<file path="src/vbc_pkg.sv">
// Shared constants for the sub-band calibration controller.
// Assumes a single reference clock domain; all counts are in reference
// or calibration-clock cycles as noted.
package vbc_pkg;

  // ==========================================================
  // Register offsets (word indices on the main serial port)
  localparam logic [4:0] VBC_OFS_REF_DIV   = 5'h02;
  localparam logic [4:0] VBC_OFS_INT_DIV   = 5'h03;
  localparam logic [4:0] VBC_OFS_FRAC_DIV  = 5'h04;
  localparam logic [4:0] VBC_OFS_LINK_WORD = 5'h05;
  localparam logic [4:0] VBC_OFS_CAL_CFG   = 5'h0A;
  localparam logic [4:0] VBC_OFS_STATUS    = 5'h10;

  // ==========================================================
  // Field positions in the calibration configuration and status registers
  localparam int VBC_MLEN_LSB   = 0;  // Measurement length, 3 bits
  localparam int VBC_WAIT_LSB   = 6;  // Wait-state multiplier k, 2 bits
  localparam int VBC_CALDIS_BIT = 11; // Calibration disable
  localparam int VBC_CDIV_LSB   = 13; // Calibration clock divider, 2 bits
  localparam int VBC_BUSY_BIT   = 8;  // Status: calibration running

  // ==========================================================
  // Reset values
  localparam logic [23:0] VBC_RST_REF_DIV  = 24'h00_0001;
  localparam logic [23:0] VBC_RST_INT_DIV  = 24'h00_0019;
  localparam logic [23:0] VBC_RST_FRAC_DIV = 24'h00_0000;
  localparam logic [23:0] VBC_RST_LINK     = 24'h00_0000;
  localparam logic [23:0] VBC_RST_CAL_CFG  = 24'h00_0000;

  // ==========================================================
  // Timing and sizing
  localparam int          VBC_FRAC_BITS   = 24;  // Fraction scale 2^24
  localparam int          VBC_SW_BITS     = 5;   // Sub-band switch width
  localparam int          VBC_MEAS_STEPS  = 6;   // Measurements per run
  localparam logic [9:0]  VBC_WAIT_UNIT   = 10'h064; // 100 FSM cycles per k
  localparam int          VBC_LINK_CYCLES = 20;  // FSM cycles per transfer
  localparam int          VBC_LINK_BITS   = 16;  // Serial word length
  localparam logic [3:0]  VBC_CAL_VREG    = 4'h0;    // Sub-band switch register

  // ==========================================================
  // Calibration sequencer states
  typedef enum logic [2:0] {
    VBC_IDLE  = 3'b000,
    VBC_XFER  = 3'b001,
    VBC_WAIT  = 3'b010,
    VBC_MEAS  = 3'b011,
    VBC_FINAL = 3'b100,
    VBC_LOAD  = 3'b101
  } vbc_state_t;

endpackage : vbc_pkg

</file>
<file path="src/vbc_link_if.sv">
// Carrier between the calibration sequencer and its serial link.
// Assumes both ends share the reference clock; tick is the divided
// calibration clock strobe.
`timescale 1ns/1ns
interface vbc_link_if;
  logic        tick;  // One reference cycle per calibration clock period
  logic        start; // Load word and begin a transfer
  logic [15:0] word;  // Word to shift out, msb first
  logic        busy;  // Transfer in progress
  logic        done;  // One-cycle pulse at end of transfer

  modport ctrl (output tick, output start, output word, input busy, input done);
  modport link (input tick, input start, input word, output busy, output done);
endinterface : vbc_link_if

</file>
<file path="src/vbc_sub_band_calibration.sv">
// Sub-band calibration controller: register file, measurement sequencer
// and modulator load. Assumes host writes arrive on the reference clock
// and that the VCO edge input is asynchronous.
`timescale 1ns/1ns
module vbc_sub_band_calibration
  import vbc_pkg::*;
#(
  parameter int CNT_W = 32 // Width of VCO and window counters
)
(
  // Clock and reset
  input  wire logic        clock,
  input  wire logic        rst_n,
  // Main serial port register access
  input  wire logic        reg_wr,
  input  wire logic        reg_rd,
  input  wire logic [4:0]  reg_addr,
  input  wire logic [23:0] reg_wdata,
  output logic [23:0]      reg_rdata,
  output logic             reg_rvalid,
  // VCO edge from the oscillator divider
  input  wire logic        vco_edge,
  // Modulator and sub-band outputs
  output logic [23:0]      mod_frac,
  output logic             cal_busy,
  // Internal VCO serial link pins
  output logic             vlink_sck,
  output logic             vlink_sdo,
  output logic             vlink_sen_n
);
  import vbc_pkg::*;

  // Narrower counters could not hold the longest window; refused at elaboration
  if (CNT_W < 32 || CNT_W > 48)
  begin : g_bad_cnt_w
    $error("CNT_W must lie between 32 and 48");
  end

  vbc_link_if lnk ();

  // ==========================================================
  // Register file
  logic [23:0] ref_div_reg, int_div_reg, frac_div_reg, link_reg, cfg_reg;
  logic [VBC_SW_BITS-1:0] result_reg;

  wire wr_frac = reg_wr && (reg_addr == VBC_OFS_FRAC_DIV);
  wire cal_en  = !cfg_reg[VBC_CALDIS_BIT];
  wire start   = wr_frac && cal_en && !cal_busy;

  // Host writes; divider values are not sampled at start, so a write during a run takes effect at once
  always_ff @(posedge clock)
  begin
    if (!rst_n)
    begin
      ref_div_reg  <= VBC_RST_REF_DIV;
      int_div_reg  <= VBC_RST_INT_DIV;
      frac_div_reg <= VBC_RST_FRAC_DIV;
      link_reg     <= VBC_RST_LINK;
      cfg_reg      <= VBC_RST_CAL_CFG;
    end
    else if (reg_wr)
    begin
      case (reg_addr)
        VBC_OFS_REF_DIV:   ref_div_reg  <= reg_wdata;
        VBC_OFS_INT_DIV:   int_div_reg  <= reg_wdata;
        VBC_OFS_FRAC_DIV:  frac_div_reg <= reg_wdata;
        VBC_OFS_LINK_WORD: link_reg     <= reg_wdata;
        VBC_OFS_CAL_CFG:   cfg_reg      <= reg_wdata;
        default:           ;
      endcase
    end
  end

  // Read mux; unmapped offsets read zero
  logic [23:0] rd_mux;
  always_comb
  begin
    case (reg_addr)
      VBC_OFS_REF_DIV:   rd_mux = ref_div_reg;
      VBC_OFS_INT_DIV:   rd_mux = int_div_reg;
      VBC_OFS_FRAC_DIV:  rd_mux = frac_div_reg;
      VBC_OFS_LINK_WORD: rd_mux = link_reg;
      VBC_OFS_CAL_CFG:   rd_mux = cfg_reg;
      VBC_OFS_STATUS:    rd_mux = {15'h0000, cal_busy, 3'h0, result_reg};
      default:           rd_mux = 24'h00_0000;
    endcase
  end

  always_ff @(posedge clock)
  begin
    if (!rst_n)
    begin
      reg_rdata  <= 24'h00_0000;
      reg_rvalid <= 1'b0;
    end
    else
    begin
      reg_rvalid <= reg_rd;
      if (reg_rd)
        reg_rdata <= rd_mux;
    end
  end

  // ==========================================================
  // Calibration clock strobe
  logic [5:0] presc_reg;
  logic [5:0] div_max;
  wire  [1:0] cdiv = cfg_reg[VBC_CDIV_LSB +: 2];
  always_comb
  begin
    case (cdiv)
      2'b00:   div_max = 6'h00;
      2'b01:   div_max = 6'h03;
      2'b10:   div_max = 6'h0F;
      default: div_max = 6'h1F;
    endcase
  end
  wire fsm_tick = (presc_reg >= div_max);

  always_ff @(posedge clock)
  begin
    if (!rst_n)
      presc_reg <= 6'h00;
    else
      presc_reg <= fsm_tick ? 6'h00 : presc_reg + 6'h01;
  end

  // ==========================================================
  // Measurement arithmetic
  wire [2:0] mlen = cfg_reg[VBC_MLEN_LSB +: 3];
  wire [3:0] n_exp = mlen[2] ? {1'b0, mlen} + 4'h1 : {1'b0, mlen};
  // Ratio with 24 fraction bits, scaled by 2^n, floor by dropping fraction
  wire [55:0] ratio_fx  = {8'h00, int_div_reg, frac_div_reg};
  wire [55:0] ratio_shl = ratio_fx << n_exp;
  wire [CNT_W-1:0] expected = CNT_W'(ratio_shl[55:VBC_FRAC_BITS]);
  wire [CNT_W-1:0] win_len  = CNT_W'({8'h00, ref_div_reg} << n_exp);
  wire [9:0]  wait_len = 10'(cfg_reg[VBC_WAIT_LSB +: 2] * VBC_WAIT_UNIT);

  // VCO edge crosses in through two flops; the rise is found by comparing the second with a third
  logic vco_s1_reg, vco_s2_reg, vco_s3_reg;
  always_ff @(posedge clock)
  begin
    if (!rst_n)
    begin
      vco_s1_reg <= 1'b0;
      vco_s2_reg <= 1'b0;
      vco_s3_reg <= 1'b0;
    end
    else
    begin
      vco_s1_reg <= vco_edge;
      vco_s2_reg <= vco_s1_reg;
      vco_s3_reg <= vco_s2_reg;
    end
  end
  wire vco_rise = vco_s2_reg && !vco_s3_reg;

  // ==========================================================
  // Sequencer
  vbc_state_t state_reg, state_next;
  logic [2:0]             step_reg;
  logic [VBC_SW_BITS-1:0] trial_reg;
  logic [9:0]             wait_reg;
  logic [CNT_W-1:0]       win_reg, cnt_reg;

  wire last_bit  = (step_reg == 3'(VBC_MEAS_STEPS - 1));
  wire wait_done = fsm_tick && (wait_reg >= wait_len);
  wire win_done  = (win_reg >= win_len - CNT_W'(1));
  wire too_fast  = (cnt_reg > expected);
  // Trial for the next step: set next lower bit; last step rechecks result
  wire [VBC_SW_BITS-1:0] kept = too_fast ? trial_reg : result_reg;
  wire [VBC_SW_BITS-1:0] bit_mask = VBC_SW_BITS'(1) << (3'(VBC_SW_BITS - 2) - step_reg);
  // First trial is the msb alone; the stale trial of a past run must not go out
  wire [VBC_SW_BITS-1:0] first_trial = VBC_SW_BITS'(1) << (VBC_SW_BITS - 1);
  // Final recheck nudges one band up when still fast
  wire [VBC_SW_BITS-1:0] nudged = (too_fast && (&result_reg == 1'b0)) ?
                                  result_reg + VBC_SW_BITS'(1) : result_reg;

  always_comb
  begin
    state_next = state_reg;
    case (state_reg)
      VBC_IDLE:  if (start) state_next = VBC_XFER;
      VBC_XFER:  if (lnk.done) state_next = VBC_WAIT;
      VBC_WAIT:  if (wait_done) state_next = VBC_MEAS;
      VBC_MEAS:  if (win_done) state_next = last_bit ? VBC_FINAL : VBC_XFER;
      VBC_FINAL: if (lnk.done) state_next = VBC_LOAD;
      VBC_LOAD:  state_next = VBC_IDLE;
      default:   state_next = VBC_IDLE;
    endcase
  end

  always_ff @(posedge clock)
  begin
    if (!rst_n)
    begin
      state_reg  <= VBC_IDLE;
      step_reg   <= 3'h0;
      trial_reg  <= '0;
      result_reg <= '0;
      wait_reg   <= 10'h000;
      win_reg    <= '0;
      cnt_reg    <= '0;
    end
    else
    begin
      state_reg <= state_next;
      wait_reg  <= (state_reg != VBC_WAIT) ? 10'h000 :
                   fsm_tick ? wait_reg + 10'h001 : wait_reg;
      if (state_reg == VBC_MEAS)
      begin
        win_reg <= win_reg + CNT_W'(1);
        cnt_reg <= cnt_reg + CNT_W'(vco_rise);
      end
      else
      begin
        win_reg <= '0;
        cnt_reg <= '0;
      end
      if (start)
      begin
        step_reg   <= 3'h0;
        result_reg <= '0;
        trial_reg  <= first_trial;
      end
      else if (state_reg == VBC_MEAS && win_done)
      begin
        step_reg <= step_reg + 3'h1;
        if (last_bit)
          result_reg <= nudged;
        else
        begin
          result_reg <= kept;
          trial_reg  <= (step_reg == 3'(VBC_SW_BITS - 1)) ? kept : (kept | bit_mask);
        end
      end
    end
  end

  assign cal_busy = (state_reg != VBC_IDLE);

  // ==========================================================
  // Modulator load: deferred while calibrating, immediate when disabled
  always_ff @(posedge clock)
  begin
    if (!rst_n)
      mod_frac <= VBC_RST_FRAC_DIV;
    else if (state_reg == VBC_LOAD)
      mod_frac <= frac_div_reg;
    else if (wr_frac && !cal_en && !cal_busy)
      mod_frac <= reg_wdata;
  end

  // ==========================================================
  // Link drive: host words pass straight through when idle, so a mute
  // sequence never stalls the loop or a later calibration
  wire host_send = reg_wr && (reg_addr == VBC_OFS_LINK_WORD) && !cal_busy && !lnk.busy;
  wire cal_send = ((state_reg == VBC_IDLE) && start) ||
                  ((state_reg == VBC_MEAS) && win_done);
  // Slight hazard: the final word uses the updated result, so it is sent next cycle
  logic final_pend_reg;
  always_ff @(posedge clock)
  begin
    if (!rst_n)
      final_pend_reg <= 1'b0;
    else
      final_pend_reg <= (state_reg == VBC_MEAS) && win_done && last_bit;
  end

  assign lnk.tick  = fsm_tick;
  assign lnk.start = host_send || (cal_send && !last_bit) || (cal_send && state_reg == VBC_IDLE) ||
                     final_pend_reg;
  assign lnk.word  = host_send ? reg_wdata[15:0] :
                     final_pend_reg ? {4'h0, result_reg, VBC_CAL_VREG, link_reg[2:0]} :
                     (state_reg == VBC_IDLE) ? {4'h0, first_trial, VBC_CAL_VREG, link_reg[2:0]} :
                     {4'h0, kept | bit_mask, VBC_CAL_VREG, link_reg[2:0]};

  vbc_serial_link u_link (
    .clock (clock),
    .rst_n (rst_n),
    .lnk   (lnk.link),
    .sck   (vlink_sck),
    .sdo   (vlink_sdo),
    .sen_n (vlink_sen_n)
  );

  // ==========================================================
  // Checks
  logic [5:0] xfer_ticks_reg;
  always_ff @(posedge clock)
  begin
    if (!rst_n || lnk.start)
      xfer_ticks_reg <= 6'h00;
    else if (lnk.busy && fsm_tick)
      xfer_ticks_reg <= xfer_ticks_reg + 6'h01;
  end

  property p_link_len;
    @(posedge clock) disable iff (!rst_n) lnk.done |-> xfer_ticks_reg == 6'd20;
  endproperty
  a_link_len: assert property (p_link_len) else $error("link transfer not 20 ticks");

  property p_wait_len;
    @(posedge clock) disable iff (!rst_n)
      (state_reg == VBC_WAIT && state_next == VBC_MEAS) |-> wait_reg == wait_len;
  endproperty
  a_wait_len: assert property (p_wait_len) else $error("wait length wrong");

  property p_win_len;
    @(posedge clock) disable iff (!rst_n)
      (state_reg == VBC_MEAS && state_next != VBC_MEAS) |-> win_reg + CNT_W'(1) == win_len;
  endproperty
  a_win_len: assert property (p_win_len) else $error("measurement window wrong");

  property p_frac_hold;
    @(posedge clock) disable iff (!rst_n)
      (cal_busy && state_reg != VBC_LOAD) |=> $stable(mod_frac);
  endproperty
  a_frac_hold: assert property (p_frac_hold) else $error("modulator changed mid run");

  property p_frac_load;
    @(posedge clock) disable iff (!rst_n)
      (state_reg == VBC_FINAL && lnk.done) |=> ##1 mod_frac == frac_div_reg;
  endproperty
  a_frac_load: assert property (p_frac_load) else $error("fraction not loaded");

  property p_start;
    @(posedge clock) disable iff (!rst_n)
      (wr_frac && cal_en && !cal_busy) |=> state_reg == VBC_XFER && lnk.busy;
  endproperty
  a_start: assert property (p_start) else $error("calibration did not start");

  property p_direct;
    @(posedge clock) disable iff (!rst_n)
      (wr_frac && !cal_en && !cal_busy) |=> mod_frac == $past(reg_wdata);
  endproperty
  a_direct: assert property (p_direct) else $error("direct load missing");

  property p_tick;
    // A divider rewrite inside the spacing window legally moves the next tick
    @(posedge clock) disable iff (!rst_n || (reg_wr && reg_addr == VBC_OFS_CAL_CFG))
      (fsm_tick && cdiv == 2'b01 && $stable(cdiv)) |=> !fsm_tick [*3] ##1 fsm_tick;
  endproperty
  a_tick: assert property (p_tick) else $error("divide by 4 tick spacing wrong");

  property p_steps;
    @(posedge clock) disable iff (!rst_n) (state_reg == VBC_LOAD) |-> step_reg == 3'd6;
  endproperty
  a_steps: assert property (p_steps) else $error("measurement count wrong");

  c_full_run: cover property (@(posedge clock) disable iff (!rst_n) state_reg == VBC_LOAD);
  c_waits:    cover property (@(posedge clock) disable iff (!rst_n) state_reg == VBC_WAIT && wait_len != 10'h000);
  c_host_tx:  cover property (@(posedge clock) disable iff (!rst_n) host_send);

endmodule : vbc_sub_band_calibration

</file>
<file path="src/vbc_serial_link.sv">
// Internal VCO subsystem serial link shifter.
// Assumes start is only raised while busy is low.
`timescale 1ns/1ns
module vbc_serial_link
  import vbc_pkg::*;
(
  // Clock and reset
  input  wire logic clock,
  input  wire logic rst_n,
  // Sequencer side
  vbc_link_if.link  lnk,
  // Serial pins
  output logic      sck,
  output logic      sdo,
  output logic      sen_n
);
  import vbc_pkg::*;

  localparam logic [4:0] LAST_CYC = 5'(VBC_LINK_CYCLES - 1);
  localparam logic [4:0] NBITS    = 5'(VBC_LINK_BITS);

  logic [4:0]  cyc_reg;
  logic [15:0] shf_reg;
  logic        busy_reg;
  logic        done_reg;

  // ==========================================================
  // Transfer timing
  // Data bits occupy the first 16 ticks, then idle ticks fill out 20
  wire in_data = busy_reg && (cyc_reg < NBITS);
  wire at_end  = busy_reg && lnk.tick && (cyc_reg == LAST_CYC);

  // Counter and shifter advance on the calibration tick; pins are registered every reference cycle
  always_ff @(posedge clock)
  begin
    if (!rst_n)
    begin
      cyc_reg  <= 5'h00;
      shf_reg  <= 16'h0000;
      busy_reg <= 1'b0;
      done_reg <= 1'b0;
      sck      <= 1'b0;
      sdo      <= 1'b0;
      sen_n    <= 1'b1;
    end
    else
    begin
      done_reg <= at_end;
      sck      <= in_data && lnk.tick;
      sen_n    <= !in_data;
      sdo      <= in_data ? shf_reg[15] : 1'b0;
      if (lnk.start && !busy_reg)
      begin
        busy_reg <= 1'b1;
        cyc_reg  <= 5'h00;
        shf_reg  <= lnk.word;
      end
      else if (busy_reg && lnk.tick)
      begin
        cyc_reg  <= at_end ? 5'h00 : cyc_reg + 5'h01;
        busy_reg <= !at_end;
        if (in_data)
          shf_reg <= {shf_reg[14:0], 1'b0};
      end
    end
  end

  assign lnk.busy = busy_reg;
  assign lnk.done = done_reg;

endmodule : vbc_serial_link

</file>
<file path="config.mk">
export PLATFORM = sky130hd
export DESIGN_NAME = vbc_sub_band_calibration
export DESIGN_NICKNAME = d
export VERILOG_FILES = /design/src/vbc_pkg.sv /design/src/vbc_link_if.sv /design/src/vbc_sub_band_calibration.sv /design/src/vbc_serial_link.sv
export SDC_FILE = /design/constraint.sdc
export NUM_CORES = 1
export LEC_CHECK = 0
export ABC_AREA = 1
export BUFFER_PORTS_ARGS = -buffer_cell sky130_fd_sc_hd__buf_4
export CAP_MARGIN = 20
export CELL_PAD_IN_SITES_DETAIL_PLACEMENT = 1
export CELL_PAD_IN_SITES_GLOBAL_PLACEMENT = 2
export CORE_UTILIZATION = 37
export DETAILED_ROUTE_END_ITERATION = 6
export GPL_TIMING_DRIVEN = 0
export PLACE_DENSITY_LB_ADDON = 0.25
export SYNTH_ARGS = -nofsm -noshare
export SYNTH_HDL_FRONTEND = slang
export SYNTH_SLANG_ARGS = --single-unit
</file>
<file path="constraint.sdc">
create_clock -name clock -period 12.6 [get_ports clock]
set_clock_uncertainty 0.2 [all_clocks]
set_input_delay 1.89 -clock clock [delete_from_list [all_inputs] [get_ports clock]]
set_output_delay 1.89 -clock clock [all_outputs]
set_load 0.03 [all_outputs]
</file>
Yosys cells after proc, flatten, opt, wreduce, memory -nomap -nowiden
Index checks and enable logic that the tools add are counted.
- register bits after elaboration: 295
- input bits: 34
- output and inout bits: 53
- logic and storage cells: 159
- $add $sub $neg: 10
- $mul: 1
- magnitude comparators: 5
- equality and inequality tests: 24
- shift-type cells: 3
- muxes and demuxes: 28
- bitwise logic cells: 4
- reductions and logical operators: 56
- operator list (operator ; count):
    case mux 24 bit (6 select lines) ; 1
    2-to-1 mux 16 bit ; 4
    << shifter 48 x 4 -> 56 bit ; 1
    2-to-1 mux 24 bit ; 2
    2-to-1 mux 5 bit ; 8
    adder 32 x 1 -> 32 bit ; 1
    adder 32 x 1 -> 32 bit (second input constant) ; 1
    >= comparator 32 bit ; 1
    > comparator 32 bit ; 1
    << shifter 24 x 4 -> 32 bit ; 1
    subtractor 32 x 1 -> 32 bit (second input constant) ; 1
    2-to-1 mux 12 bit ; 2
    AND reduction 2 bit ; 11
    logical AND 1 bit ; 21
    2-to-1 mux 3 bit ; 6
    case mux 3 bit (5 select lines) ; 1
    case mux 5 bit (3 select lines) ; 1
    == test 3 bit (second input constant) ; 4
    adder 10 x 1 -> 10 bit (second input constant) ; 1
    adder 5 x 1 -> 5 bit (second input constant) ; 2
    == test 5 x 2 -> 1 bit (second input constant) ; 2
    == test 5 x 3 -> 1 bit (second input constant) ; 2
    == test 5 bit (second input constant) ; 2
    >= comparator 10 x 9 -> 1 bit ; 1
    28 further kinds ; 53

Depth between registers and ports, before layout
- depth in word-level cells: 14
- gate-level depth with buffers: 36

Modules after synthesis
From an unflattened synthesis, not the netlist that was laid out.
- cells, all modules: 2833
- area total of the unflattened synthesis: 18495.2 um^2
- by module, submodules not included (module ; times used ; cells an instance ; area each (um^2) ; seq. area each (um^2)):
    vbc_sub_band_calibration ; 1 ; 2658 ; 17265.3 ; 5385.2
    vbc_serial_link ; 1 ; 175 ; 1229.9 ; 520.5

Worst setup path before layout
No wires, ideal clock.
- path kind: register to register
- from: reg cfg_reg[0]
- to: reg u_link.shf_reg[2]
- setup time: 0.070 ns
- arrival: 3.906 ns
- required time: 12.330 ns
- slack: 8.424 ns
- stages on the path, launching flop included: 29
- period minus slack after synthesis: 4.176 ns
- cell sequence: dfxtp_1 ha_1 nand2_1 o21ai_1 inv_2 buf_4 buf_2 o21ai_1 nand2_1 nand3_1 nand2_1 nor2_2 nand2_1 nor2_4 nand3_1 xor2_1 ha_1 a21oi_1 o21ai_0 nand2_1 nand2_1 a21oi_1 nand3_1 nand3_1 nand2_1 nand2_1 clkbuf_1 nand3_1 a21oi_1
- cells in the longest elaborated chain, start to end: 14
- RTL lines (what ; line ; text):
    start: declaration ; vbc_sub_band_calibration.sv:43 ; logic [23:0] ref_div_reg, int_div_reg, frac_div_reg, link_reg, cfg_reg;
    start signal: assignment ; vbc_sub_band_calibration.sv:68 ; VBC_OFS_CAL_CFG: cfg_reg <= reg_wdata;
    adder 3 x 1 -> 4 bit ; vbc_sub_band_calibration.sv:131 ; wire [3:0] n_exp = mlen[2] ? {1'b0, mlen} + 4'h1 : {1'b0, mlen};
    2-to-1 mux 4 bit * ; vbc_sub_band_calibration.sv:131 ;
    << shifter 24 x 4 -> 32 bit * ; vbc_sub_band_calibration.sv:136 ; wire [CNT_W-1:0] win_len = CNT_W'({8'h00, ref_div_reg} << n_exp);
    subtractor 32 x 1 -> 32 bit * ; vbc_sub_band_calibration.sv:168 ; wire win_done = (win_reg >= win_len - CNT_W'(1));
    >= comparator 32 bit * ; vbc_sub_band_calibration.sv:168 ;
    logical AND 1 bit * ; vbc_sub_band_calibration.sv:259 ; ((state_reg == VBC_MEAS) && win_done);
    logical OR 1 bit * ; vbc_sub_band_calibration.sv:258 ; wire cal_send = ((state_reg == VBC_IDLE) && start) ||
    logical AND 1 bit ; vbc_sub_band_calibration.sv:271 ; assign lnk.start = host_send || (cal_send && !last_bit) || (cal_send && state_reg == VBC_IDLE) ||
    logical OR 1 bit ; vbc_sub_band_calibration.sv:271 ;
    logical OR 1 bit * (2 in a row) ; vbc_sub_band_calibration.sv:271 ;
    logical AND 1 bit * ; vbc_serial_link.sv:52 ; if (lnk.start && !busy_reg)
    nonzero test 2 bit (no line) ; -- ;
    AND reduction 2 bit (no line) ; -- ;
    end signal: assignment ; vbc_serial_link.sv:56 ; shf_reg <= lnk.word;
    end signal: assignment ; vbc_serial_link.sv:63 ; shf_reg <= {shf_reg[14:0], 1'b0};
    end: declaration ; vbc_serial_link.sv:23 ; logic [15:0] shf_reg;
Mark *: on every way between the ends. The rest lies on a longest branch, timed or not.
A chain may end at the register's enable or synchronous reset.

Worst setup path after layout
- from: reg cfg_reg[0]
- to: reg u_link.shf_reg[1]
Same word-level chain as after synthesis.

==> flow_metrics.env <==
export IMPL_whs_ps=216
export IMPL_diodes=0
export IMPL_cts_buffers_inserted=37
export IMPL_setup_viol=0
export IMPL_syn_area_um2=18600
export IMPL_clockBufferDepth=3
export IMPL_place_gp_congestion=0.923
export IMPL_synth_common_cells="nand2_1, inv_1, dfxtp_1, o21ai_0, a21oi_1"
export IMPL_grt_pass1_wl_um=120000
export IMPL_synth_most_common_cell="nand2_1"
export IMPL_maxSlewViolCount=0
export IMPL_die_y_um=226
export IMPL_vias_per_cell=5.45
export IMPL_max_cap_violations=0
export IMPL_yosys_area_top_type="dfxtp_1"
export IMPL_fp_row_count=81
export IMPL_pin_count=87
export IMPL_cts_setup_buffers=0
export IMPL_endpoint="u_link.shf_reg[1]"
export IMPL_crit_top_cell="nand2_1"
export IMPL_synthArstFlopShare_pct=0
export IMPL_crit_path_max_incr_delay_ps=380
export IMPL_antenna_found_initial=1
export IMPL_required_ps=12890
export IMPL_dp_hpwl_um=62900
export IMPL_synthCells=2863
export IMPL_netlist_top_cells_area="dfxtp_1, nand2_1, o21ai_0"
export IMPL_worst_pin_slew_ps=994
export IMPL_syn_avg_cell_area_um2=6.50
export IMPL_clk_insertion_delay_late_ps=590
export IMPL_syn_nets=2991
export IMPL_muxShareOfSynthArea_pct=1.35
export IMPL_final_area_um2=21300
export IMPL_core_um2=49300
export IMPL_hold_buffers=0
export IMPL_synth_top_area_share_pct=31.7
export IMPL_cts_sinks=295
export IMPL_yosysWarnings=0
export IMPL_drc=0
export IMPL_die_area_um2=51200
export IMPL_cts_tree="yes"
export IMPL_htree_levels=2
export IMPL_ys_types=47
export IMPL_timing_rr_start="cfg_reg[0]"
export IMPL_crit_arrival_ps=6130
export IMPL_ir_worst_vdd_mv=0.103
export IMPL_synth_top_family_by_area="simple AND/OR/NAND/NOR gates"
export IMPL_crit_path_start_kind="flop"
export IMPL_hold_path_depth=2
export IMPL_p_leak_nw=8.85
export IMPL_die_w_um=226
export IMPL_synth_seq_cells=295
export IMPL_synth_xor_area_share_pct=1.88
export IMPL_vias=20000
export IMPL_synth_edf_count=0
export IMPL_fmax_mhz=171
export IMPL_rrSetupSlack_ps=6750
export IMPL_wirelength_um=77300
export IMPL_hold_viol_final=0
export IMPL_cts_root_buffer_cell="clkbuf_16"
export IMPL_port_buffers=85
export IMPL_first_pass_iters=5
export IMPL_ant_nets=0
export IMPL_fin_util_pct=43.3
export IMPL_status="completed"
export IMPL_ff2ff_path_depth=29
export IMPL_synth_simple_area_share_pct=28.0
export IMPL_setup_worst_path_class="reg -> reg"
export IMPL_timing_final_crit_period_ps=5850
export IMPL_final_net_count=3117
export IMPL_tns_ps=0
export IMPL_synthAdderAreaFrac_pct=6.32
export IMPL_power_per_cell_area_nw_per_um2=114
export IMPL_grt_overflow_total=0
export IMPL_cts_resized_gates=0
export IMPL_ys_seq_area_share_pct=31.7
export IMPL_path_clk_slew_ps=60
export IMPL_initial_utilization_pct=37.8
export IMPL_critPathCaptureType="flop"
export IMPL_p_total_mw=2.44
export IMPL_grt_use_total_pct=30.5
export IMPL_syn2layout_area_growth_pct=14.6
export IMPL_cp_startpoint="cfg_reg[0]"
export IMPL_grt_pass1_vias=20800
export IMPL_drive_gt1_share_pct=7.57
export IMPL_timing_rr_end="u_link.shf_reg[1]"
export IMPL_grt_max_degree=13
export IMPL_rsz0062_at_grt="false"
export IMPL_synthFlopType="dfxtp_1"
export IMPL_dpl_cell_area_um2=20100
export IMPL_fin_crit_sh_pct=46.4
export IMPL_routedWlPerCell_um=21.0
export IMPL_min_path_type="reg -> reg"
export IMPL_slew_headroom_pct=33.7
export IMPL_drt_iter0_drc=1110
export IMPL_crit_slowest_cell="clkbuf_1"
export IMPL_crit_fanout=10
export IMPL_synth_compound_area_share_pct=21.2
[cell usage in the layout (no fill, tap or decap), types with 30 or more instances in the layout]
cell and instances:
o22ai_1 30, nand4_1 30, o21ai_0 289, nor2_1 208, inv_1 303, nor3_1 35
dfxtp_1 295, a21oi_1 266, o21ai_1 35, nand2_1 719, ha_1 94, clkbuf_1 108
nand3_1 164, buf_4 89, clkbuf_16 38, xor2_1 31
[power by group]
| group | switching (mW) | total [mW] | internal [mW] |
|---|---|---|---|
| Sequential | 0.0184 | 0.979 | 0.960 |
| Combinational | 0.252 | 0.354 | 0.102 |
| Clock | 0.454 | 1.10 | 0.648 |
| Total | 0.724 | 2.44 | 1.71 |
[how the worst min path moves through the flow]
stage | from | to | slack [ps]
2_1_floorplan | vco_s1_reg | vco_s2_reg | 190
3_3_place_gp | vco_s1_reg | vco_s2_reg | 190
3_5_place_dp | vco_s1_reg | vco_s2_reg | 210
4_1_cts | vco_s1_reg | vco_s2_reg | 220
5_1_grt | vco_s1_reg | vco_s2_reg | 230
6_report | vco_s1_reg | vco_s2_reg | 220
[layer usage]
metal	GRT usage [%]	wire length, µm	vias to the layer above
met2	53.0	37000	403
met5	0	0	-
met3	3.56	3030	160
met4	12.8	3310	0
met1	38.0	34000	9711
li1	-	-	9774
[area by class of cell]
type | count | area, µm²
plain buffers | 139 | 587
flip-flops and latches | 295 | 5910
clock buffers | 52 | 1050
clock inverters | 11 | 168
multi-input cells | 2117 | 10900
well taps | 664 | 831
repair buffers | 87 | 658
inverters | 312 | 1170
fillers | 6594 | 27900
[kinds of logic after synthesis]
group / count (synthesis)
and+or+nand+nor: 1233
AOI/OAI and AO/OA: 725
buffers and inverters: 451
DFF: 295
adders and majority gates: 94
xor gates and xnor gates: 40
muxes: 25
[through the flow]
step	std cells	setup slack [ps]
2_1_floorplan	2863	8420
3_3_place_gp	3612	6850
3_5_place_dp	3614	6780
4_1_cts	3677	6770
5_1_grt	3677	6180
6_report	3677	6750
[worst max-delay path, delay by kind of cell, from the launching register on]
kind	cells	cell delay [ps]
DFF	1	370
AOI/OAI and AO/OA	6	1140
buffers and inverters	5	1010
and+or+nand+nor	16	2450
adders and majority gates	2	600
(Power assumes the default switching activity.)
